<file path="src/lmcfg_pkg.sv">
// Package: register map, field layout, reset values and I2C address codes of the config bank
// How it works
// - Writing 01h to register 000h sets the enable bit and takes the device out of standby.
// - Range field value 1h in register 001h selects the 51 mA peak current range.
// - Upper nibble of register 002h holds the drive topology; 4h selects four-line scan drive.
// - Writing command code 55h to register 010h applies the staged configuration.
// - Register 300h reports whether the last applied configuration was invalid.
// - Twelve LED enable bits live in 020h[7:4] and 021h, so F0h and FFh enable all twelve.
// - Registers 030h to 03Fh hold per-dot current codes scaling the range, FFh is full scale.
// - Registers 040h to 04Fh hold per-dot PWM duty, FFh means always on in its scan slot.
// - All configuration fields start from working defaults until the host reprograms them.
// - Writes to configuration registers are staged and only take effect on the apply command.
// - Byte one holds chip address, register bits 9:8 and R/W; byte two holds the low address.
package lmcfg_pkg;
   // Register offsets (10-bit register address)
   localparam logic [9:0] OFS_ENABLE = 10'h000;
   localparam logic [9:0] OFS_CFG_FIRST = 10'h001;
   localparam logic [9:0] OFS_CFG_LAST = 10'h00d;
   localparam logic [9:0] OFS_CMD = 10'h010;
   localparam logic [9:0] OFS_LEDEN_HI = 10'h020;
   localparam logic [9:0] OFS_LEDEN_LO = 10'h021;
   localparam logic [9:0] OFS_DC_BASE = 10'h030;
   localparam logic [9:0] OFS_PWM_BASE = 10'h040;
   localparam logic [9:0] OFS_STATUS = 10'h300;
   // Array sizes
   localparam int CFG_COUNT = 13;
   localparam int DOT_COUNT = 16;
   localparam int LED_COUNT = 12;
   // Field positions inside the staged config array and the enable, LED enable and status registers
   localparam int CFG_IDX_RANGE = 0;
   localparam int CFG_IDX_TOPO = 1;
   localparam int CFG_IDX_SHORT = 12;
   localparam int ENABLE_BIT = 0;
   localparam int RANGE_BIT = 0;
   localparam int TOPO_LSB = 4;
   localparam int SHORT_LSB = 0;
   localparam int SHORT_W = 2;
   localparam int LEDEN_HI_LSB = 4;
   localparam int ERR_BIT = 0;
   // Command and validity
   localparam logic [7:0] CMD_APPLY = 8'h55;
   localparam logic [3:0] TOPO_MAX = 4'h7;
   // Working defaults of config registers 001h..00Dh, index 0 in the low byte
   localparam logic [8*CFG_COUNT-1:0] CFG_RESET = 104'h0;
   localparam logic [7:0] BYTE_RESET = 8'h00;
   // I2C address byte codes
   localparam logic [2:0] CHIP_FAMILY = 3'h5;
   localparam logic [4:0] BCAST_ID = 5'h1b;
endpackage

</file>
<file path="src/lmcfg_bank.sv">
// Configuration and command register bank of the LED matrix driver, reached over I2C
`timescale 1ns/1ps
module lmcfg_bank #(
   parameter logic [1:0] CHIP_SEL = 2'h0
) (
   // Clock and reset
   input wire logic mclk,
   input wire logic rstn,
   // I2C pins
   input wire logic scl_in,
   input wire logic sda_in,
   output logic sda_out,
   output logic sda_oe,
   // Device control
   output logic chip_enable,
   output logic range_51ma,
   output logic [3:0] scan_topology,
   output logic [lmcfg_pkg::SHORT_W-1:0] short_threshold,
   output logic [8*lmcfg_pkg::CFG_COUNT-1:0] active_cfg,
   output logic cfg_apply,
   output logic cfg_error,
   // Per-dot settings
   output logic [lmcfg_pkg::LED_COUNT-1:0] led_enable,
   output logic [8*lmcfg_pkg::DOT_COUNT-1:0] dot_current,
   output logic [8*lmcfg_pkg::DOT_COUNT-1:0] dot_pwm
);
   localparam int NC = lmcfg_pkg::CFG_COUNT;
   localparam int ND = lmcfg_pkg::DOT_COUNT;

   logic wr_stb;
   logic [9:0] wr_addr, rd_addr;
   logic [7:0] wr_data, rd_data;
   logic en_reg, en_next;
   logic [7:0] stage_reg [NC], stage_next [NC];
   logic [7:0] act_reg [NC], act_next [NC];
   logic [3:0] lhi_reg, lhi_next;
   logic [7:0] llo_reg, llo_next;
   logic [7:0] dc_reg [ND], dc_next [ND];
   logic [7:0] pwm_reg [ND], pwm_next [ND];
   logic err_reg, err_next;
   logic apply_reg, apply_next;
   logic hit_cfg, hit_dc, hit_pwm, apply_now;
   logic [9:0] cfg_idx;

   lmcfg_i2c_target #(
      .CHIP_SEL(CHIP_SEL)
   ) u_target (
      .mclk(mclk),
      .rstn(rstn),
      .scl_in(scl_in),
      .sda_in(sda_in),
      .sda_out(sda_out),
      .sda_oe(sda_oe),
      .wr_stb(wr_stb),
      .wr_addr(wr_addr),
      .wr_data(wr_data),
      .rd_addr(rd_addr),
      .rd_data(rd_data)
   );

   // Address decode shared by writes
   assign cfg_idx = wr_addr - lmcfg_pkg::OFS_CFG_FIRST;
   assign hit_cfg = wr_addr >= lmcfg_pkg::OFS_CFG_FIRST && wr_addr <= lmcfg_pkg::OFS_CFG_LAST;
   assign hit_dc = wr_addr[9:4] == lmcfg_pkg::OFS_DC_BASE[9:4];
   assign hit_pwm = wr_addr[9:4] == lmcfg_pkg::OFS_PWM_BASE[9:4];
   // Only the exact command code applies; anything else is dropped
   assign apply_now = wr_stb && wr_addr == lmcfg_pkg::OFS_CMD &&
                      wr_data == lmcfg_pkg::CMD_APPLY;

   // Register writes; staged config never touches the active copy directly
   always_comb begin
      en_next = en_reg;
      lhi_next = lhi_reg;
      llo_next = llo_reg;
      apply_next = apply_now;
      err_next = err_reg;
      for (int i = 0; i < NC; i++) begin
         stage_next[i] = stage_reg[i];
         act_next[i] = act_reg[i];
      end
      for (int i = 0; i < ND; i++) begin
         dc_next[i] = dc_reg[i];
         pwm_next[i] = pwm_reg[i];
      end
      if (wr_stb) begin
         if (wr_addr == lmcfg_pkg::OFS_ENABLE) begin
            en_next = wr_data[lmcfg_pkg::ENABLE_BIT];
         end
         if (hit_cfg) begin
            stage_next[cfg_idx[3:0]] = wr_data;
         end
         if (wr_addr == lmcfg_pkg::OFS_LEDEN_HI) begin
            lhi_next = wr_data[7:lmcfg_pkg::LEDEN_HI_LSB];
         end
         if (wr_addr == lmcfg_pkg::OFS_LEDEN_LO) begin
            llo_next = wr_data;
         end
         if (hit_dc) begin
            dc_next[wr_addr[3:0]] = wr_data;
         end
         if (hit_pwm) begin
            pwm_next[wr_addr[3:0]] = wr_data;
         end
      end
      // Apply copies the whole staged set at once and judges it
      if (apply_now) begin
         for (int i = 0; i < NC; i++) begin
            act_next[i] = stage_reg[i];
         end
         err_next = stage_reg[lmcfg_pkg::CFG_IDX_TOPO][7:lmcfg_pkg::TOPO_LSB] >
                    lmcfg_pkg::TOPO_MAX;
      end
   end

   // Bank registers; config starts from working defaults
   always_ff @(posedge mclk or negedge rstn) begin
      if (!rstn) begin
         en_reg <= 1'b0;
         lhi_reg <= 4'h0;
         llo_reg <= lmcfg_pkg::BYTE_RESET;
         err_reg <= 1'b0;
         apply_reg <= 1'b0;
         for (int i = 0; i < NC; i++) begin
            stage_reg[i] <= lmcfg_pkg::CFG_RESET[8*i +: 8];
            act_reg[i] <= lmcfg_pkg::CFG_RESET[8*i +: 8];
         end
         for (int i = 0; i < ND; i++) begin
            dc_reg[i] <= lmcfg_pkg::BYTE_RESET;
            pwm_reg[i] <= lmcfg_pkg::BYTE_RESET;
         end
      end else begin
         en_reg <= en_next;
         lhi_reg <= lhi_next;
         llo_reg <= llo_next;
         err_reg <= err_next;
         apply_reg <= apply_next;
         for (int i = 0; i < NC; i++) begin
            stage_reg[i] <= stage_next[i];
            act_reg[i] <= act_next[i];
         end
         for (int i = 0; i < ND; i++) begin
            dc_reg[i] <= dc_next[i];
            pwm_reg[i] <= pwm_next[i];
         end
      end
   end

   // Read mux; reads have no side effects, unmapped and command read as zero
   always_comb begin
      rd_data = 8'h00;
      if (rd_addr == lmcfg_pkg::OFS_ENABLE) begin
         rd_data[lmcfg_pkg::ENABLE_BIT] = en_reg;
      end else if (rd_addr >= lmcfg_pkg::OFS_CFG_FIRST && rd_addr <= lmcfg_pkg::OFS_CFG_LAST) begin
         rd_data = stage_reg[4'(rd_addr - lmcfg_pkg::OFS_CFG_FIRST)];
      end else if (rd_addr == lmcfg_pkg::OFS_LEDEN_HI) begin
         rd_data = {lhi_reg, 4'h0};
      end else if (rd_addr == lmcfg_pkg::OFS_LEDEN_LO) begin
         rd_data = llo_reg;
      end else if (rd_addr[9:4] == lmcfg_pkg::OFS_DC_BASE[9:4]) begin
         rd_data = dc_reg[rd_addr[3:0]];
      end else if (rd_addr[9:4] == lmcfg_pkg::OFS_PWM_BASE[9:4]) begin
         rd_data = pwm_reg[rd_addr[3:0]];
      end else if (rd_addr == lmcfg_pkg::OFS_STATUS) begin
         rd_data[lmcfg_pkg::ERR_BIT] = err_reg;
      end
   end

   // Device control outputs; range, topology and short threshold from the active copy
   assign chip_enable = en_reg;
   assign range_51ma = act_reg[lmcfg_pkg::CFG_IDX_RANGE][lmcfg_pkg::RANGE_BIT];
   assign scan_topology = act_reg[lmcfg_pkg::CFG_IDX_TOPO][7:lmcfg_pkg::TOPO_LSB];
   assign short_threshold = act_reg[lmcfg_pkg::CFG_IDX_SHORT][lmcfg_pkg::SHORT_LSB +:
                            lmcfg_pkg::SHORT_W];
   assign cfg_apply = apply_reg;
   assign cfg_error = err_reg;
   assign led_enable = {lhi_reg, llo_reg};

   // Flatten the arrays onto the output buses
   genvar g;
   generate
      for (g = 0; g < ND; g++) begin : g_dot
         assign dot_current[8*g +: 8] = dc_reg[g];
         assign dot_pwm[8*g +: 8] = pwm_reg[g];
         if (g < NC) begin : g_cfg
            assign active_cfg[8*g +: 8] = act_reg[g];
         end
      end
   endgenerate

   // Enable write lands in the next cycle
   enable_write_a: assert property (@(posedge mclk) disable iff (!rstn)
      wr_stb && wr_addr == lmcfg_pkg::OFS_ENABLE |=> chip_enable == $past(wr_data[0]))
      else $error("enable bit did not follow the write");

   // Range only changes on apply and takes the staged bit
   range_apply_a: assert property (@(posedge mclk) disable iff (!rstn)
      apply_now |=> range_51ma == $past(stage_reg[lmcfg_pkg::CFG_IDX_RANGE][0]))
      else $error("range did not take the staged value");

   // Topology nibble reaches the output one cycle after apply
   topo_apply_a: assert property (@(posedge mclk) disable iff (!rstn)
      apply_now && stage_reg[lmcfg_pkg::CFG_IDX_TOPO] == 8'h40 |=> scan_topology == 4'h4)
      else $error("topology 40h did not select four scans");

   // Apply raises the marker and copies staged to active together
   apply_copy_a: assert property (@(posedge mclk) disable iff (!rstn)
      apply_now |=> cfg_apply && active_cfg[15:8] == $past(stage_reg[1]))
      else $error("apply did not copy the staged set");

   // Error flag matches the topology check after each apply
   cfg_error_a: assert property (@(posedge mclk) disable iff (!rstn)
      cfg_apply |-> cfg_error == (scan_topology > lmcfg_pkg::TOPO_MAX))
      else $error("error flag disagrees with applied topology");

   // Upper enable register drives the top four LED bits
   led_upper_a: assert property (@(posedge mclk) disable iff (!rstn)
      wr_stb && wr_addr == lmcfg_pkg::OFS_LEDEN_HI |=> led_enable[11:8] == $past(wr_data[7:4]))
      else $error("upper LED enables not updated");

   // Current code is stored for its dot
   dot_current_a: assert property (@(posedge mclk) disable iff (!rstn)
      wr_stb && hit_dc |=> dc_reg[$past(wr_addr[3:0])] == $past(wr_data))
      else $error("dot current code lost");

   // Duty code is stored for its dot
   dot_pwm_a: assert property (@(posedge mclk) disable iff (!rstn)
      wr_stb && hit_pwm |=> pwm_reg[$past(wr_addr[3:0])] == $past(wr_data))
      else $error("dot duty code lost");

   // Defaults hold right after reset release
   cfg_default_a: assert property (@(posedge mclk) disable iff (!rstn)
      $rose(rstn) |-> active_cfg == lmcfg_pkg::CFG_RESET)
      else $error("active config not at defaults after reset");

   // Active config is frozen between apply commands
   staged_only_a: assert property (@(posedge mclk) disable iff (!rstn)
      !apply_now |=> $stable(active_cfg))
      else $error("active config moved without apply");

   // Wrong command codes apply nothing
   bad_cmd_a: assert property (@(posedge mclk) disable iff (!rstn)
      wr_stb && wr_addr == lmcfg_pkg::OFS_CMD && wr_data != lmcfg_pkg::CMD_APPLY |=> !cfg_apply)
      else $error("non-command value applied config");
endmodule

</file>
<file path="src/lmcfg_i2c_target.sv">
// I2C target engine: framing, address phase, auto-increment register access
`timescale 1ns/1ps
module lmcfg_i2c_target #(
   parameter logic [1:0] CHIP_SEL = 2'h0
) (
   // Clock and reset
   input wire logic mclk,
   input wire logic rstn,
   // I2C pins, sda is open drain
   input wire logic scl_in,
   input wire logic sda_in,
   output logic sda_out,
   output logic sda_oe,
   // Register access
   output logic wr_stb,
   output logic [9:0] wr_addr,
   output logic [7:0] wr_data,
   output logic [9:0] rd_addr,
   input wire logic [7:0] rd_data
);
   typedef enum logic [5:0] {
      ST_IDLE = 6'h01,
      ST_DEV = 6'h02,
      ST_ADR = 6'h04,
      ST_WR = 6'h08,
      ST_RD = 6'h10,
      ST_SKIP = 6'h20
   } lmcfg_state_type;

   lmcfg_state_type state_reg, state_next;
   logic [3:0] bit_reg, bit_next;
   logic [7:0] sh_reg, sh_next;
   logic [9:0] addr_reg, addr_next;
   logic rw_reg, rw_next;
   logic oe_reg, oe_next;
   logic stb_reg, stb_next;
   logic scl_q, sda_q;
   logic scl_rise, scl_fall, start_seen, stop_seen, dev_hit;

   // Bus conditions from the previous pin sample
   assign scl_rise = scl_in & ~scl_q;
   assign scl_fall = ~scl_in & scl_q;
   assign start_seen = scl_in & scl_q & sda_q & ~sda_in;
   assign stop_seen = scl_in & scl_q & ~sda_q & sda_in;
   // Own address or broadcast; broadcast is write only
   assign dev_hit = (sh_reg[7:3] == {lmcfg_pkg::CHIP_FAMILY, CHIP_SEL}) ||
                    (sh_reg[7:3] == lmcfg_pkg::BCAST_ID && !sh_reg[0]);

   assign sda_out = 1'b0;
   assign sda_oe = oe_reg;
   assign wr_stb = stb_reg;
   assign wr_addr = addr_reg;
   assign wr_data = sh_reg;
   assign rd_addr = addr_reg;

   // Protocol sequencer; start and stop override every state
   always_comb begin
      state_next = state_reg;
      bit_next = bit_reg;
      sh_next = sh_reg;
      addr_next = addr_reg;
      rw_next = rw_reg;
      oe_next = oe_reg;
      stb_next = 1'b0;
      if (start_seen) begin
         state_next = ST_DEV;
         bit_next = 4'h0;
         oe_next = 1'b0;
      end else if (stop_seen) begin
         state_next = ST_IDLE;
         oe_next = 1'b0;
      end else begin
         case (state_reg)
            ST_DEV, ST_ADR, ST_WR: begin
               if (scl_rise && bit_reg < 4'h8) begin
                  sh_next = {sh_reg[6:0], sda_in};
                  bit_next = bit_reg + 4'h1;
               end else if (scl_fall && bit_reg == 4'h8) begin
                  bit_next = 4'h9;
                  oe_next = 1'b1;
                  if (state_reg == ST_DEV) begin
                     if (dev_hit) begin
                        addr_next[9:8] = sh_reg[2:1];
                        rw_next = sh_reg[0];
                     end else begin
                        state_next = ST_SKIP;
                        oe_next = 1'b0;
                     end
                  end else if (state_reg == ST_ADR) begin
                     addr_next[7:0] = sh_reg;
                  end else begin
                     stb_next = 1'b1;
                  end
               end else if (scl_fall && bit_reg == 4'h9) begin
                  bit_next = 4'h0;
                  oe_next = 1'b0;
                  if (state_reg == ST_WR) begin
                     addr_next = addr_reg + 10'h001;
                  end else if (state_reg == ST_ADR) begin
                     state_next = ST_WR;
                  end else if (rw_reg) begin
                     state_next = ST_RD;
                     sh_next = rd_data;
                     oe_next = ~rd_data[7];
                     addr_next = addr_reg + 10'h001;
                  end else begin
                     state_next = ST_ADR;
                  end
               end
            end
            ST_RD: begin
               if (scl_fall && bit_reg < 4'h7) begin
                  sh_next = {sh_reg[6:0], 1'b0};
                  oe_next = ~sh_reg[6];
                  bit_next = bit_reg + 4'h1;
               end else if (scl_fall && bit_reg == 4'h7) begin
                  oe_next = 1'b0;
                  bit_next = 4'h8;
               end else if (scl_rise && bit_reg == 4'h8 && sda_in) begin
                  state_next = ST_SKIP; // Controller nack ends the read
               end else if (scl_fall && bit_reg == 4'h8) begin
                  bit_next = 4'h0;
                  sh_next = rd_data;
                  oe_next = ~rd_data[7];
                  addr_next = addr_reg + 10'h001;
               end
            end
            ST_IDLE, ST_SKIP: begin
               oe_next = 1'b0;
            end
            default: begin
               state_next = ST_IDLE;
               oe_next = 1'b0;
            end
         endcase
      end
   end

   // Sequencer and pin sample registers
   always_ff @(posedge mclk or negedge rstn) begin
      if (!rstn) begin
         state_reg <= ST_IDLE;
         bit_reg <= 4'h0;
         sh_reg <= 8'h00;
         addr_reg <= 10'h000;
         rw_reg <= 1'b0;
         oe_reg <= 1'b0;
         stb_reg <= 1'b0;
         scl_q <= 1'b1;
         sda_q <= 1'b1;
      end else begin
         state_reg <= state_next;
         bit_reg <= bit_next;
         sh_reg <= sh_next;
         addr_reg <= addr_next;
         rw_reg <= rw_next;
         oe_reg <= oe_next;
         stb_reg <= stb_next;
         scl_q <= scl_in;
         sda_q <= sda_in;
      end
   end
endmodule

</file>
<file path="config.mk">
export PLATFORM = sky130hd
export DESIGN_NAME = lmcfg_bank
export DESIGN_NICKNAME = d
export VERILOG_FILES = /design/src/lmcfg_pkg.sv /design/src/lmcfg_bank.sv /design/src/lmcfg_i2c_target.sv
export SDC_FILE = /design/constraint.sdc
export NUM_CORES = 1
export LEC_CHECK = 0
export ABC_AREA = 0
export ABC_CLOCK_PERIOD_IN_PS = 6400
export BUFFER_PORTS_ARGS = -buffer_cell sky130_fd_sc_hd__buf_2
export CORE_MARGIN = 2
export CORE_UTILIZATION = 61
export CTS_CLUSTER_DIAMETER = 40
export DETAILED_ROUTE_END_ITERATION = 10
export PLACE_DENSITY = 0.81
export SLEW_MARGIN = 40
export SYNTH_ARGS = -nofsm -noshare
export SYNTH_HDL_FRONTEND = slang
export SYNTH_SLANG_ARGS = --single-unit
</file>
<file path="constraint.sdc">
create_clock -name mclk -period 6.4 [get_ports mclk]
set_input_delay 0.64 -clock mclk [delete_from_list [all_inputs] [get_ports mclk]]
set_output_delay 0.64 -clock mclk [all_outputs]
set_load 0.01 [all_outputs]
</file>
; ---- Yosys cells after proc, flatten, opt, wreduce, memory -nomap -nowiden
; Index checks and enable logic that the tools add are counted.
[word_totals]
input_bits = 4
wordCells = 286
output_inout_bits = 384
register_bits = 512
[classes]
reduce_logical = 33
mux = 97
bitwise = 18
addsub = 3
eq_ne = 53
order_cmp = 9
[ops]
columns = cell, count
row1 = 128-bit bitwise mux, 2
row2 = 8-bit two-way mux, 24
row3 = 104-bit bitwise mux, 1
row4 = 10-bit two-way mux, 10
row5 = 8-bit binary-select mux with 4-bit select, 3
row6 = 6-bit two-way mux, 12
row7 = 8-bit demux with 4-bit select, 2
row8 = 4-bit two-way mux, 9
row9 = 13-bit AND reduction, 2
row10 = 1-bit two-way mux, 24
row11 = 10-bit by 6-bit equality test with 1-bit output (second input constant), 2
row12 = 10-bit case mux with 2 select lines, 1
row13 = 3-bit by 2-bit != test with 1-bit output (second input constant), 6
row14 = 6-bit case mux with 3 select lines, 1
row15 = 8-bit case mux with 2 select lines, 1
row16 = 3-bit by 1-bit != test with 1-bit output (second input constant), 5
row17 = 5-bit by 1-bit != test with 1-bit output (second input constant), 3
row18 = 7-bit two-way mux, 2
row19 = 1-bit logical AND, 13
row20 = 6-bit by 2-bit equality test with 1-bit output (second input constant), 2
row21 = 6-bit by 3-bit equality test with 1-bit output (second input constant), 2
row22 = 4-bit by 2-bit != test with 1-bit output (second input constant), 3
row23 = 2-bit AND reduction, 6
row24 = 11-bit AND reduction, 1
row25 = other kinds (47), 76

; ---- Depth between registers and ports, before layout
; Gate-level depths: netlist of the first run.
[depth]
ltp_word = 20
ltp_mapped = 14
depth_no_buf = 9

; ---- Cells and area by module
; From an unflattened synthesis of the first run, not the netlist that was laid out.
[unflattened]
hier_cells = 1691
hier_area_um2 = 23879.2
[modules_own_cells]
columns = mod, seq_area_each_um2, cells_per_inst, instances, area_each_um2
row1 = lmcfg_bank, 11986.5, 1441, 1, 21583.2
row2 = lmcfg_i2c_target, 829.5, 250, 1, 2296.0

; ---- Worst setup path before layout of the first run
; OpenSTA, ideal clock, no wires.
[synth_path]
kind = flip-flop to flip-flop
startpoint = reg u_target.addr_reg[0], in the netlist u_target.rd_addr[0]
endpoint = reg u_target.sh_reg[6], in the netlist u_target.wr_data[6]
period_less_slack_ns = 3.281
required_ns = 6.272
path_stages_with_launch = 15
n_path_buf = 6
slack_ns = 3.119
setup_time_ns = 0.128
t_arrival_ns = 3.153
path_cell_list = dfrtp_1 buf_4 buf_4 buf_4 inv_1 ha_1 buf_2 buf_1 buf_1 mux4_2 nand2_1 nand3_1 o21ai_0 o41ai_1 mux2_1
[synth_via]
elab_chain_cells = 17
elab_cells_between_ends = 35
classes_between = add/sub: 1 / order compare: 2 / eq/ne: 2 / mux: 26 / bitwise: 2 / reduce/logical: 2
[synth_rtl]
columns = element, line_no
row1 = "start, declared", lmcfg_i2c_target.sv:33  ; logic [9:0] addr_reg, addr_next;
row2 = "start signal, assigned", lmcfg_i2c_target.sv:155  ; addr_reg <= addr_next;
row3 = 4-bit inverter with 5-bit output (not written as such), "lmcfg_bank.sv:160, lmcfg_bank.sv:162"
row4 = 8-bit binary-select mux with 4-bit select, lmcfg_bank.sv:162  ; rd_data = pwm_reg[rd_addr[3:0]];
row5 = 8-bit two-way mux (not written as such) (2 in a row), lmcfg_bank.sv:162
row6 = 7-bit two-way mux, lmcfg_bank.sv:161  ; end else if (rd_addr[9:4] == lmcfg_pkg::OFS_PWM_BASE[9:4]) begin
row7 = 8-bit two-way mux, lmcfg_bank.sv:159  ; end else if (rd_addr[9:4] == lmcfg_pkg::OFS_DC_BASE[9:4]) begin
row8 = 8-bit two-way mux, lmcfg_bank.sv:157  ; end else if (rd_addr == lmcfg_pkg::OFS_LEDEN_LO) begin
row9 = 8-bit two-way mux, lmcfg_bank.sv:155  ; end else if (rd_addr == lmcfg_pkg::OFS_LEDEN_HI) begin
row10 = 8-bit two-way mux, lmcfg_bank.sv:153  ; end else if (rd_addr >= lmcfg_pkg::OFS_CFG_FIRST && rd_addr <= lmcfg_pkg::OFS_CFG_LAST) begin
row11 = 7-bit two-way mux *, lmcfg_bank.sv:151  ; if (rd_addr == lmcfg_pkg::OFS_ENABLE) begin
row12 = 8-bit two-way mux, lmcfg_i2c_target.sv:101  ; end else if (rw_reg) begin
row13 = 8-bit two-way mux, lmcfg_i2c_target.sv:99  ; end else if (state_reg == ST_ADR) begin
row14 = 8-bit two-way mux, lmcfg_i2c_target.sv:97  ; if (state_reg == ST_WR) begin
row15 = 8-bit two-way mux, lmcfg_i2c_target.sv:94  ; end else if (scl_fall && bit_reg == 4'h9) begin
row16 = 8-bit two-way mux, lmcfg_i2c_target.sv:78  ; end else if (scl_fall && bit_reg == 4'h8) begin
row17 = 8-bit two-way mux, lmcfg_i2c_target.sv:75  ; if (scl_rise && bit_reg < 4'h8) begin
row18 = 8-bit case mux with 2 select lines *, lmcfg_i2c_target.sv:73  ; case (state_reg)
row19 = "end signal, assigned", lmcfg_i2c_target.sv:154  ; sh_reg <= sh_next;
row20 = "end, declared", lmcfg_i2c_target.sv:32  ; logic [7:0] sh_reg, sh_next;
; Mark *: on every way between the ends. The rest lies on a longest branch, timed or not. The select of a mux whose other input is x is not followed.
; A chain may end at the register's enable or synchronous reset.

; ---- Final worst setup path of the first run
[layout_path]
startpoint = reg u_target.addr_reg[0], in the netlist u_target.rd_addr[0]
endpoint = reg stage_reg[49] (netlist bit)
[layout_via]
elab_chain_cells = 7
elab_cells_between_ends = 12
classes_between = add/sub: 1 / order compare: 4 / mux: 3 / bitwise: 1 / reduce/logical: 3
[layout_rtl]
columns = element, line_no
row1 = 4-bit by 1-bit subtractor with 4-bit output, lmcfg_bank.sv:62  ; assign cfg_idx = wr_addr - lmcfg_pkg::OFS_CFG_FIRST;
row2 = 4-bit inverter with 5-bit output (not written as such), lmcfg_bank.sv:90  ; stage_next[cfg_idx[3:0]] = wr_data;
row3 = 5-bit >= comparator (not written as such) or 5-bit by 1-bit < comparator with 1-bit output (tied branches), lmcfg_bank.sv:90
row4 = 1-bit logical AND (not written as such), lmcfg_bank.sv:90
row5 = 8-bit two-way mux (not written as such), lmcfg_bank.sv:90
row6 = 8-bit demux with 4-bit select, lmcfg_bank.sv:90
row7 = 104-bit bitwise mux, lmcfg_bank.sv:90
row8 = "end signal, assigned by index", lmcfg_bank.sv:124  ; stage_reg[i] <= lmcfg_pkg::CFG_RESET[8*i +: 8];
row9 = "end signal, assigned by index", lmcfg_bank.sv:138  ; stage_reg[i] <= stage_next[i];
row10 = "end, declared", lmcfg_bank.sv:34  ; logic [7:0] stage_reg [NC], stage_next [NC];
; Parallel ways exist; a longest one is shown, timed or not.

==> out/metrics.csv, run 1 <==
stage;metric;value;unit
status;run status;complete, no violations;
place;gpl congestion;0.954;
detailed_routing;antenna viol nets, final;0;
clock_tree;clk slew on worst S/H paths;0.06;ns
detailed_routing;DR vias/cell;6.40;
power_and_ir_drop;PD cells;327;nW/um^2
min_path;Hold Path Depth;1;
floorplanning;core box area;38900;sq um
critical_path;CP Capture Type;flop;
global_routing;global route overflow;0;
detailed_routing;Vias;18500;
synthesis;top-count cell post-synth;dfrtp_1;
clock_tree;TritonCTS buffer count;66;
clock_tree;CTS resizes;0;
critical_path;Slowest cell on crit path;nor3b_2;
synthesis;Ys Warns;0;
place;DP Worst Slack;2.59;ns
clock_tree;clock tree sinks;512;
sta;Max Fclk;262;MHz
clock_tree;Post-CTS Setup Inserts;0;
clock_tree;Root Driver;clkbuf_16;
synthesis;Syn Inst Count;1991;
critical_path;R2R cell count;7;
synthesis;ys flop type;dfrtp_1;
synthesis;Post-synth ARST share;100;%
clock_tree;hold buffers post-CTS;1;
synthesis;EDFF count, synth;0;
global_routing;largest net degree at the start of global routing;140;
synthesis;Synth cell types;80;
global_routing;initial antenna violation count;0;
critical_path;worst path required time;6.85;ns
sta;setup ws final;2.59;ns
sta;final max-slew violation count;0;
synthesis;post-synthesis register bit count;512;
clock_tree;TritonCTS clock tree;done;
detailed_routing;TritonRoute pass-1 iters;6;
layout;Final #Nets;2337;
sta;Fin. Hold Viols;0;
floorplanning;# rows;72;
clock_tree;H-tree depth;3;
synthesis;dominant cell type by area after synthesis;dfrtp_1;
synthesis;syn_area_per_cell;12.1;sq um
sta;Clock Skew;0.0202;ns
global_routing;vias in the first global route;18600;
synthesis;synthesized area;24200;sq um
floorplanning;I/O Pins;388;
flow_run;Max-Cap Viols;0;
synthesis;Synth Net Count;2004;
clock_tree;clock buffer depth;3;
sta;Least-Margin Pin Slew;0.878;ns
critical_path;startpoint types;flop;
power_and_ir_drop;peak supply drop;0.000226;V
floorplanning;Initial Utilization;62.1;%
critical_path;critical path arrival;4.26;ns
detailed_routing;Iter 0 DRT Violations;1634;
detailed_routing;Avg WL per Cell;26.3;microns
floorplanning;full die area;41200;sq um
critical_path;r2r setup slk;2.59;ns
global_routing;total track usage;37.1;%
place;hpwl dp;51000;microns
critical_path;critical path's largest stage delay;0.66;ns
layout;area growth from synthesis to layout;18.9;%
detailed_routing;# DRC;0;
clock_tree;Worst-Skew Late Latency;0.58;ns
synthesis;top cell types by occurrence after synthesis;509 x dfrtp_1, 381 x nand2_1, 362 x mux2_2;
sta;RSZ-0062 raised after global routing;no;
critical_path;reg-to-reg endpoint;stage_reg[49];
floorplanning;Die Y;203;microns
synthesis;top-area cell type share of the netlist area;52.7;%
sta;setup_tns;0;ns
place;number of port buffers;386;
power_and_ir_drop;P_leak;0.0151;uW
critical_path;worst r2r src;u_target.rd_addr[0];
sta;relative slew slack;41.5;%
critical_path;Max Fanout on Critical Path;35;
min_path;start point of the worst hold path;scl_in;
detailed_routing;WL final;76000;microns
synthesis;sequential share of the synthesized area;53.0;%
sta;Final setup viols;0;
global_routing;first-pass GRT wire length;116000;microns
min_path;Hold Crit Class;in2reg;
layout;share of layout cells above drive strength 1;42.6;%
critical_path;Crit Path Category;reg2reg;
critical_path;CP cell instances;buf_4 > ha_1 > nor4bb_1 > nor3b_2 > nand3_1 > nor2_4 > mux2_2;
sta;Tmin final;3.81;ns
sta;final period utilization;59.6;%
min_path;Hold EP;u_target.scl_q;
synthesis;Synth area leaders;dfrtp_1 53%, mux2_2 17%, mux4_2 6.1%;
floorplanning;Chip Width;203;microns
-- layout make-up --
| type | instances | area [sq um] |
|---|---|---|
| clock inverter | 37 | 452 |
| multi-input combinational | 1320 | 10700 |
| clock buffer | 82 | 1880 |
| tap | 518 | 648 |
| sequential | 512 | 12800 |
| fill | 2575 | 10200 |
| inverter | 11 | 41.3 |
| timing repair buffer | 413 | 2230 |
| antenna | 1 | 2.50 |
-- how the worst max path moves through the flow --
stage,startpoint,cells past startpoint,endpoint,slack [ns]
floorplan,u_target.rd_addr[0],14,u_target.wr_data[6],3.12
global placement,u_target.rd_addr[1],6,stage_reg[99],2.68
detailed placement,u_target.rd_addr[1],6,stage_reg[32],2.59
CTS,u_target.rd_addr[1],6,stage_reg[32],2.61
global route,u_target.rd_addr[0],7,stage_reg[49],2.40
finish,u_target.rd_addr[0],7,stage_reg[49],2.59
-- kinds of logic after synthesis --
logic type	share of synthesized area, %
simple gates	11.8
flops	53.0
mux	25.9
compound gates	5.67
buf+inv	2.97
fa+ha+maj	0.466
xor+xnor	0.181
other cells	0.0155
-- power breakdown --
part	internal, uW	switching (uW)	leakage, uW
clock	2400	1500	0.00113
combinational	631	1370	0.00681
sequential	3280	212	0.00713
-- layer usage --
layer	up-vias	share of wire [%]	track usage, %	wire length, microns
met3	206	10	9.84	7630
met4	0	3.9	14.7	2960
li1	7776	-	-	-
met2	1087	49	60.4	37000
met1	9448	37	47.8	28500
met5	-	0	0	0
-- worst max-delay path, delay by kind of cell, from the launching register on --
kind                       cells  cell delay [ns]
muxes                          1             0.38
adders and majority gates      1             0.51
DFF                            1             0.64
buffers and inverters          1             0.52
and+or+nand+nor                4             1.60
-- cell usage in the layout, fill, tap and decap left out, types with 9 or more instances in the layout --
cell	count
ha_1	9
and3_1	12
nand2b_1	11
dfrtp_1	502
inv_1	11
nand2_1	380
nor2_2	16
a21oi_1	36
mux2_1	20
mux2_2	362
nand3_1	34
buf_4	19
nor3_1	23
mux2i_1	49
nor2b_1	20
a211oi_1	13
o21ai_0	29
clkbuf_16	71
nor2_1	48
a22oi_1	23
a31oi_1	10
nor2_4	9
o22a_1	11
mux4_2	65
buf_2	385
-- metrics by stage --
step                      utilization [%]  hold slack [ns]  total power, uW  area (sq um)  instances
after floorplan                         -            0.344             4870         24200       1991
after global placement               67.6            0.445             5430         26300       2769
after detailed placement             67.7            0.450             5480         26400       2771
after CTS                            73.7            0.201             9350         28700       2891
after global routing                 73.9            0.221             9680         28700       2893
final                                73.9            0.227             9400         28700       2894
Note: power is estimated with default switching activity, not from simulation.
==> run 2: changes to the inputs <==
--- a/config.mk
+++ b/config.mk
@@ -6,13 +6,13 @@
 export NUM_CORES = 1
 export LEC_CHECK = 0
 export ABC_AREA = 0
-export ABC_CLOCK_PERIOD_IN_PS = 6400
+export ABC_CLOCK_PERIOD_IN_PS = 3300
 export BUFFER_PORTS_ARGS = -buffer_cell sky130_fd_sc_hd__buf_2
 export CORE_MARGIN = 2
-export CORE_UTILIZATION = 61
+export CORE_UTILIZATION = 52
 export CTS_CLUSTER_DIAMETER = 40
 export DETAILED_ROUTE_END_ITERATION = 10
-export PLACE_DENSITY = 0.81
+export PLACE_DENSITY = 0.73
 export SLEW_MARGIN = 40
 export SYNTH_ARGS = -nofsm -noshare
 export SYNTH_HDL_FRONTEND = slang
==> constraint.sdc (replaced) <==
create_clock -name mclk -period 3.3 [get_ports mclk]
set_input_delay 0.33 -clock mclk [delete_from_list [all_inputs] [get_ports mclk]]
set_output_delay 0.33 -clock mclk [all_outputs]
set_load 0.01 [all_outputs]
==> run 2 against run 1 <==
Sequential cell count did not move; global-route usage fell by 4.9 points; clock power rose by 98%; setup slack got worse by 2.5 ns; cell area rose by 1.7%; combinational power rose by 120%; sequential share of layout area fell by 0.74 points; fmax rose by 20%; first-iteration DRC count rose by 2.9%; cell count rose by 4.3%; clock skew rose by 0.020 ns; die area rose by 17%.
==> out/metrics.csv, run 2 (same netlist as run 1, synthesis figures left out) <==
stage;metric;value;unit;change
sta;Clock Skew;0.0404;ns;was 0.0202 ns
clock_tree;Post-CTS Setup Inserts;0;;unchanged
global_routing;initial antenna violation count;0;;unchanged
critical_path;CP Capture Type;flop;;unchanged
layout;area growth from synthesis to layout;20.9;%;was 18.9%
clock_tree;clk slew on worst S/H paths;0.06;ns;about the same
floorplanning;core box area;45700;sq um;was 38900 sq um
detailed_routing;DR vias/cell;6.12;;was 6.40
sta;final max-slew violation count;0;;unchanged
place;gpl congestion;0.982;;was 0.954
min_path;Hold Crit Class;in2async;;was in2reg
sta;RSZ-0062 raised after global routing;no;;unchanged
sta;Least-Margin Pin Slew;0.878;ns;about the same
critical_path;reg-to-reg endpoint;u_target.wr_data[0];;was stage_reg[49]
layout;Final #Nets;2379;;was 2337
floorplanning;I/O Pins;388;;unchanged
critical_path;Crit Path Category;reg2reg;;unchanged
place;number of port buffers;386;;unchanged
sta;Tmin final;3.19;ns;was 3.81 ns
power_and_ir_drop;P_leak;0.0153;uW;was 0.0151 uW
power_and_ir_drop;post-layout power;18700;uW;was 9400 uW
critical_path;critical path arrival;3.68;ns;was 4.26 ns
place;hpwl dp;53600;microns;was 51000 microns
clock_tree;Root Driver;clkbuf_16;;unchanged
sta;relative slew slack;41.5;%;about the same
layout;share of layout cells above drive strength 1;43.3;%;was 42.6%
critical_path;Slowest cell on crit path;dfrtp_4;;was nor3b_2
critical_path;CP cell instances;buf_12 > mux4_2 > mux2_2 > o2111ai_1 > o211ai_1 > a211oi_1 > o221ai_1 > a221o_1;;was buf_4 > ha_1 > nor4bb_1 > nor3b_2 > nand3_1 > nor2_4 > mux2_2
detailed_routing;Iter 0 DRT Violations;1681;;was 1634
critical_path;worst path required time;3.79;ns;was 6.85 ns
critical_path;startpoint types;flop;;unchanged
layout;most common cell after layout, fill and taps aside;dfrtp_1;;unchanged
clock_tree;Worst-Skew Late Latency;0.61;ns;was 0.58 ns
detailed_routing;# DRC;0;;unchanged
sta;Final setup viols;0;;unchanged
sta;Max Fclk;314;MHz;was 262 MHz
clock_tree;H-tree depth;3;;unchanged
global_routing;total track usage;32.2;%;was 37.1%
critical_path;r2r setup slk;0.11;ns;was 2.59 ns
floorplanning;Initial Utilization;52.9;%;was 62.1%
layout;Post-Layout Cell Count;3018;;was 2894
detailed_routing;Vias;18500;;about the same
floorplanning;Die Y;220;microns;was 203 microns
sta;setup_tns;0;ns;unchanged
global_routing;first-pass GRT wire length;116000;microns;about the same
power_and_ir_drop;peak supply drop;0.000518;V;was 0.000226 V
sta;final period utilization;96.6;%;was 59.6%
detailed_routing;antenna viol nets, final;0;;unchanged
status;run status;complete, no violations;;unchanged
sta;setup ws final;0.111;ns;was 2.59 ns
layout;most frequent cells in the layout;502 x dfrtp_1, 385 x buf_2, 381 x nand2_1;;was 502 x dfrtp_1, 385 x buf_2, 380 x nand2_1
place;DP Worst Slack;0.215;ns;was 2.59 ns
floorplanning;Chip Width;220;microns;was 203 microns
clock_tree;TritonCTS buffer count;72;;was 66
global_routing;largest net degree at the start of global routing;128;;was 140
flow_run;Max-Cap Viols;0;;unchanged
layout;Antenna diodes;0;;was 1
critical_path;R2R cell count;8;;was 7
critical_path;worst r2r src;u_target.rd_addr[1];;was u_target.rd_addr[0]
floorplanning;full die area;48200;sq um;was 41200 sq um
sta;Fin. Hold Viols;0;;unchanged
critical_path;critical path's largest stage delay;0.47;ns;was 0.66 ns
detailed_routing;Avg WL per Cell;25.5;microns;was 26.3 microns
global_routing;global route overflow;0;;unchanged
critical_path;Crit. Startpoint;u_target.rd_addr[1];;was u_target.rd_addr[0]
clock_tree;TritonCTS clock tree;done;;unchanged
critical_path;Max Fanout on Critical Path;67;;was 35
clock_tree;clock buffer depth;3;;unchanged
layout;fillers;3551;;was 2575
floorplanning;# rows;78;;was 72
detailed_routing;WL final;76900;microns;was 76000 microns
clock_tree;clock tree sinks;512;;unchanged
power_and_ir_drop;PD cells;640;nW/um^2;was 327 nW/um^2
place;Cells after DPL;2889;;was 2771
detailed_routing;TritonRoute pass-1 iters;5;;was 6
global_routing;vias in the first global route;18500;;was 18600
-- run 2: area by class of cell --
| type | instances | area, sq um | share of cell area [%] |
|---|---|---|---|
| flip-flops and latches | 512 | 12800 | 43.9 |
| multi-input cells | 1320 | 10600 | 36.4 |
| clock inverters | 36 | 389 | 1.33 |
| well taps | 600 | 751 | 2.57 |
| inverters | 11 | 41.3 | 0.141 |
| clock buffers | 90 | 2020 | 6.92 |
| repair buffers | 449 | 2550 | 8.72 |
-- run 2: stage by stage --
step                hold WS [ns]  util [%]  area, sq um
floorplan                 0.0344         -        24200
global placement           0.243      58.6        26700
detailed placement         0.240      58.6        26800
CTS                        0.209      64.0        29200
global route               0.252      64.0        29200
finish                     0.216      64.0        29200
-- run 2: repair_timing --
action | CTS | global route
gates resized for setup | 0 | 0
hold endpoints to repair | 30 | 0
hold buffers | 3 | 0
-- run 2: worst max-delay path, delay by kind of cell (launching register included) --
family | cells | cell delay (ns)
flip-flops | 1 | 0.47
AO/OA/AOI/OAI | 5 | 1.34
buffers and inverters | 1 | 0.34
multiplexers | 2 | 0.77
-- run 2: per-layer routing --
metal | track usage [%] | vias up | routed length (microns)
li1 | - | 7856 | -
met1 | 42.4 | 9531 | 30400
met2 | 49.9 | 917 | 36100
met3 | 9.43 | 180 | 7320
met4 | 13.5 | 0 | 3030
met5 | 0 | - | 0
-- run 2: report_power, final --
group	internal, uW	total, uW	switching [uW]
combinational	1410	4410	3000
clock	4720	7730	3010
sequential	6370	6580	205
total	12500	18700	6210
-- run 2: worst max path at each step --
stage / endpoint / cells after the start
3_5_place_dp: stage_reg[80] / 7
4_1_cts: stage_reg[80] / 7
3_3_place_gp: u_target.wr_data[0] / 8
5_1_grt: stage_reg[80] / 7
2_1_floorplan: u_target.wr_data[6] / 14
6_report: u_target.wr_data[0] / 8
==> run 3: changes to the inputs <==
--- a/config.mk
+++ b/config.mk
@@ -7,8 +7,8 @@
 export LEC_CHECK = 0
 export ABC_AREA = 0
 export ABC_CLOCK_PERIOD_IN_PS = 3300
-export BUFFER_PORTS_ARGS = -buffer_cell sky130_fd_sc_hd__buf_2
-export CORE_MARGIN = 2
+export BUFFER_PORTS_ARGS = -buffer_cell sky130_fd_sc_hd__buf_4
+export CORE_MARGIN = 10
 export CORE_UTILIZATION = 52
 export CTS_CLUSTER_DIAMETER = 40
 export DETAILED_ROUTE_END_ITERATION = 10
==> run 3 against run 2 <==
Clock power is 6.5% higher; hold slack improved by 0.15 ns; combinational power grew 4%; critical endpoint is now u_target.wr_data[6]; total power grew 3.6%; highest routed layer unchanged; largest cell class unchanged; fmax up 0.12%; first-iteration DRC count up 15%.
==> out/metrics.csv, run 3 (same netlist as run 1, synthesis figures left out) <==
stage;metric;value;unit;change
place;hpwl dp;57500;microns;was 53600 microns
sta;Least-Margin Pin Slew;0.753;ns;was 0.878 ns
layout;area growth from synthesis to layout;26.2;%;was 20.9%
layout;Final #Nets;2396;;was 2379
clock_tree;TritonCTS clock tree;done;;unchanged
place;gpl congestion;0.931;;was 0.982
detailed_routing;Vias;18700;;was 18500
min_path;Hold Crit Class;in2async;;unchanged
detailed_routing;WL final;81800;microns;was 76900 microns
critical_path;startpoint types;flop;;unchanged
global_routing;first-pass GRT wire length;124000;microns;was 116000 microns
place;Cells after DPL;2906;;was 2889
clock_tree;CTS resizes;0;;unchanged
critical_path;Max Fanout on Critical Path;29;;was 67
sta;Tmin final;3.18;ns;was 3.19 ns
sta;Max Fclk;314;MHz;about the same
clock_tree;H-tree depth;3;;unchanged
detailed_routing;antenna viol nets, final;0;;unchanged
clock_tree;clock tree sinks;512;;unchanged
global_routing;global route overflow;0;;unchanged
layout;Post-Layout Cell Count;3038;;was 3018
layout;Antenna diodes;0;;unchanged
power_and_ir_drop;PD cells;636;nW/um^2;was 640 nW/um^2
detailed_routing;Avg WL per Cell;26.9;microns;was 25.5 microns
sta;setup_tns;0;ns;unchanged
clock_tree;Worst-Skew Late Latency;0.60;ns;was 0.61 ns
detailed_routing;DR vias/cell;6.14;;was 6.12
floorplanning;Initial Utilization;52.9;%;unchanged
detailed_routing;Iter 0 DRT Violations;1940;;was 1681
floorplanning;core box area;45700;sq um;unchanged
sta;Clock Skew;0.0298;ns;was 0.0404 ns
floorplanning;# rows;78;;unchanged
sta;Fin. Hold Viols;0;;unchanged
floorplanning;full die area;55500;sq um;was 48200 sq um
power_and_ir_drop;P_leak;0.0154;uW;was 0.0153 uW
critical_path;critical path arrival;3.65;ns;was 3.68 ns
sta;Final setup viols;0;;unchanged
flow_run;Max-Cap Viols;0;;unchanged
clock_tree;clk slew on worst S/H paths;0.06;ns;about the same
clock_tree;TritonCTS buffer count;71;;was 72
global_routing;initial antenna violation count;0;;unchanged
floorplanning;I/O Pins;388;;unchanged
status;run status;complete, no violations;;unchanged
layout;share of layout cells above drive strength 1;43.8;%;was 43.3%
critical_path;CP Capture Type;flop;;unchanged
floorplanning;Chip Width;236;microns;was 220 microns
global_routing;largest net degree at the start of global routing;105;;was 128
place;number of port buffers;386;;unchanged
sta;RSZ-0062 raised after global routing;no;;unchanged
power_and_ir_drop;peak supply drop;0.000488;V;was 0.000518 V
global_routing;total track usage;28.8;%;was 32.2%
power_and_ir_drop;post-layout power;19400;uW;was 18700 uW
critical_path;worst path required time;3.76;ns;was 3.79 ns
layout;most common cell after layout, fill and taps aside;dfrtp_1;;unchanged
sta;final period utilization;96.5;%;was 96.6%
critical_path;Crit Path Category;reg2reg;;unchanged
global_routing;vias in the first global route;19100;;was 18500
layout;most frequent cells in the layout;503 x dfrtp_1, 451 x buf_4, 381 x nand2_1;;was 502 x dfrtp_1, 385 x buf_2, 381 x nand2_1
layout;Util after Layout;66.8;%;was 64.0%
detailed_routing;# DRC;0;;unchanged
sta;relative slew slack;49.8;%;was 41.5%
clock_tree;Root Driver;clkbuf_16;;unchanged
detailed_routing;TritonRoute pass-1 iters;5;;unchanged
sta;final max-slew violation count;0;;unchanged
clock_tree;clock buffer depth;3;;unchanged
floorplanning;Die Y;236;microns;was 220 microns
==> run 3: timing repair <==
action                                  in CTS  in global routing
endpoints found under the setup margin       0                  1
endpoints found under the hold margin       73                  0
hold buffers                                 3                  0
buffers inserted                             0                  1
==> run 3: stage by stage <==
| stage | hold WS, ns | setup slack [ns] | cell area, sq um |
|---|---|---|---|
| floorplan | 0.0344 | 0.0193 | 24200 |
| global placement | 0.398 | 0.189 | 27800 |
| detailed placement | 0.407 | 0.142 | 27900 |
| CTS | 0.365 | 0.0966 | 30500 |
| global route | 0.415 | 0.00811 | 30500 |
| finish | 0.364 | 0.115 | 30500 |
==> run 3: per-layer routing <==
layer / vias to the layer above / GRT usage [%] / part of all wire, %
met1: 9706 / 37.4 / 40
met5: - / 0 / 0
met2: 909 / 46.5 / 49
met3: 152 / 7.23 / 8.6
met4: 0 / 9.10 / 2.7
li1: 7893 / - / -
==> run 3: where the power goes <==
group          switching [uW]  total [uW]  internal [uW]  leakage (uW)
sequential                191        6560           6370       0.00713
clock                    3070        8230           5160       0.00124
combinational            3080        4600           1520       0.00704
total                    6340       19400          13100        0.0154
==> run 3: cell type report <==
cell class / instances / area (sq um)
multi-input combinational: 1320 / 10700
inverter: 11 / 41.3
clock inverter: 48 / 707
clock buffer: 80 / 1850
tap: 600 / 751
fill: 3423 / 15200
sequential: 512 / 12800
timing repair buffer: 467 / 3670
==> run 3: worst paths after layout <==
| path | from | to | slack [ns] | cells past startpoint |
|---|---|---|---|---|
| max | u_target.rd_addr[0] | u_target.wr_data[6] | 0.12 | 7 |
| min | rstn | active_cfg[32] | 0.36 | 2 |
| max reg2reg | u_target.rd_addr[0] | u_target.wr_data[6] | 0.12 | 7 |
| min reg2reg | active_cfg[44] | active_cfg[44] | 0.47 | 2 |
| max in group asynchronous | rstn | dot_current[58] | 1.96 | 3 |
| min in group mclk | active_cfg[44] | active_cfg[44] | 0.47 | 2 |
==> run 3: critical path, stage by stage, from the launching register on <==
cell and delay, ns:
dfrtp_4 0.48, buf_4 0.49, mux4_2 0.58, mux2i_1 0.49, o32ai_2 0.14, nor4_1 0.38, o41ai_1 0.15, mux2_1 0.30
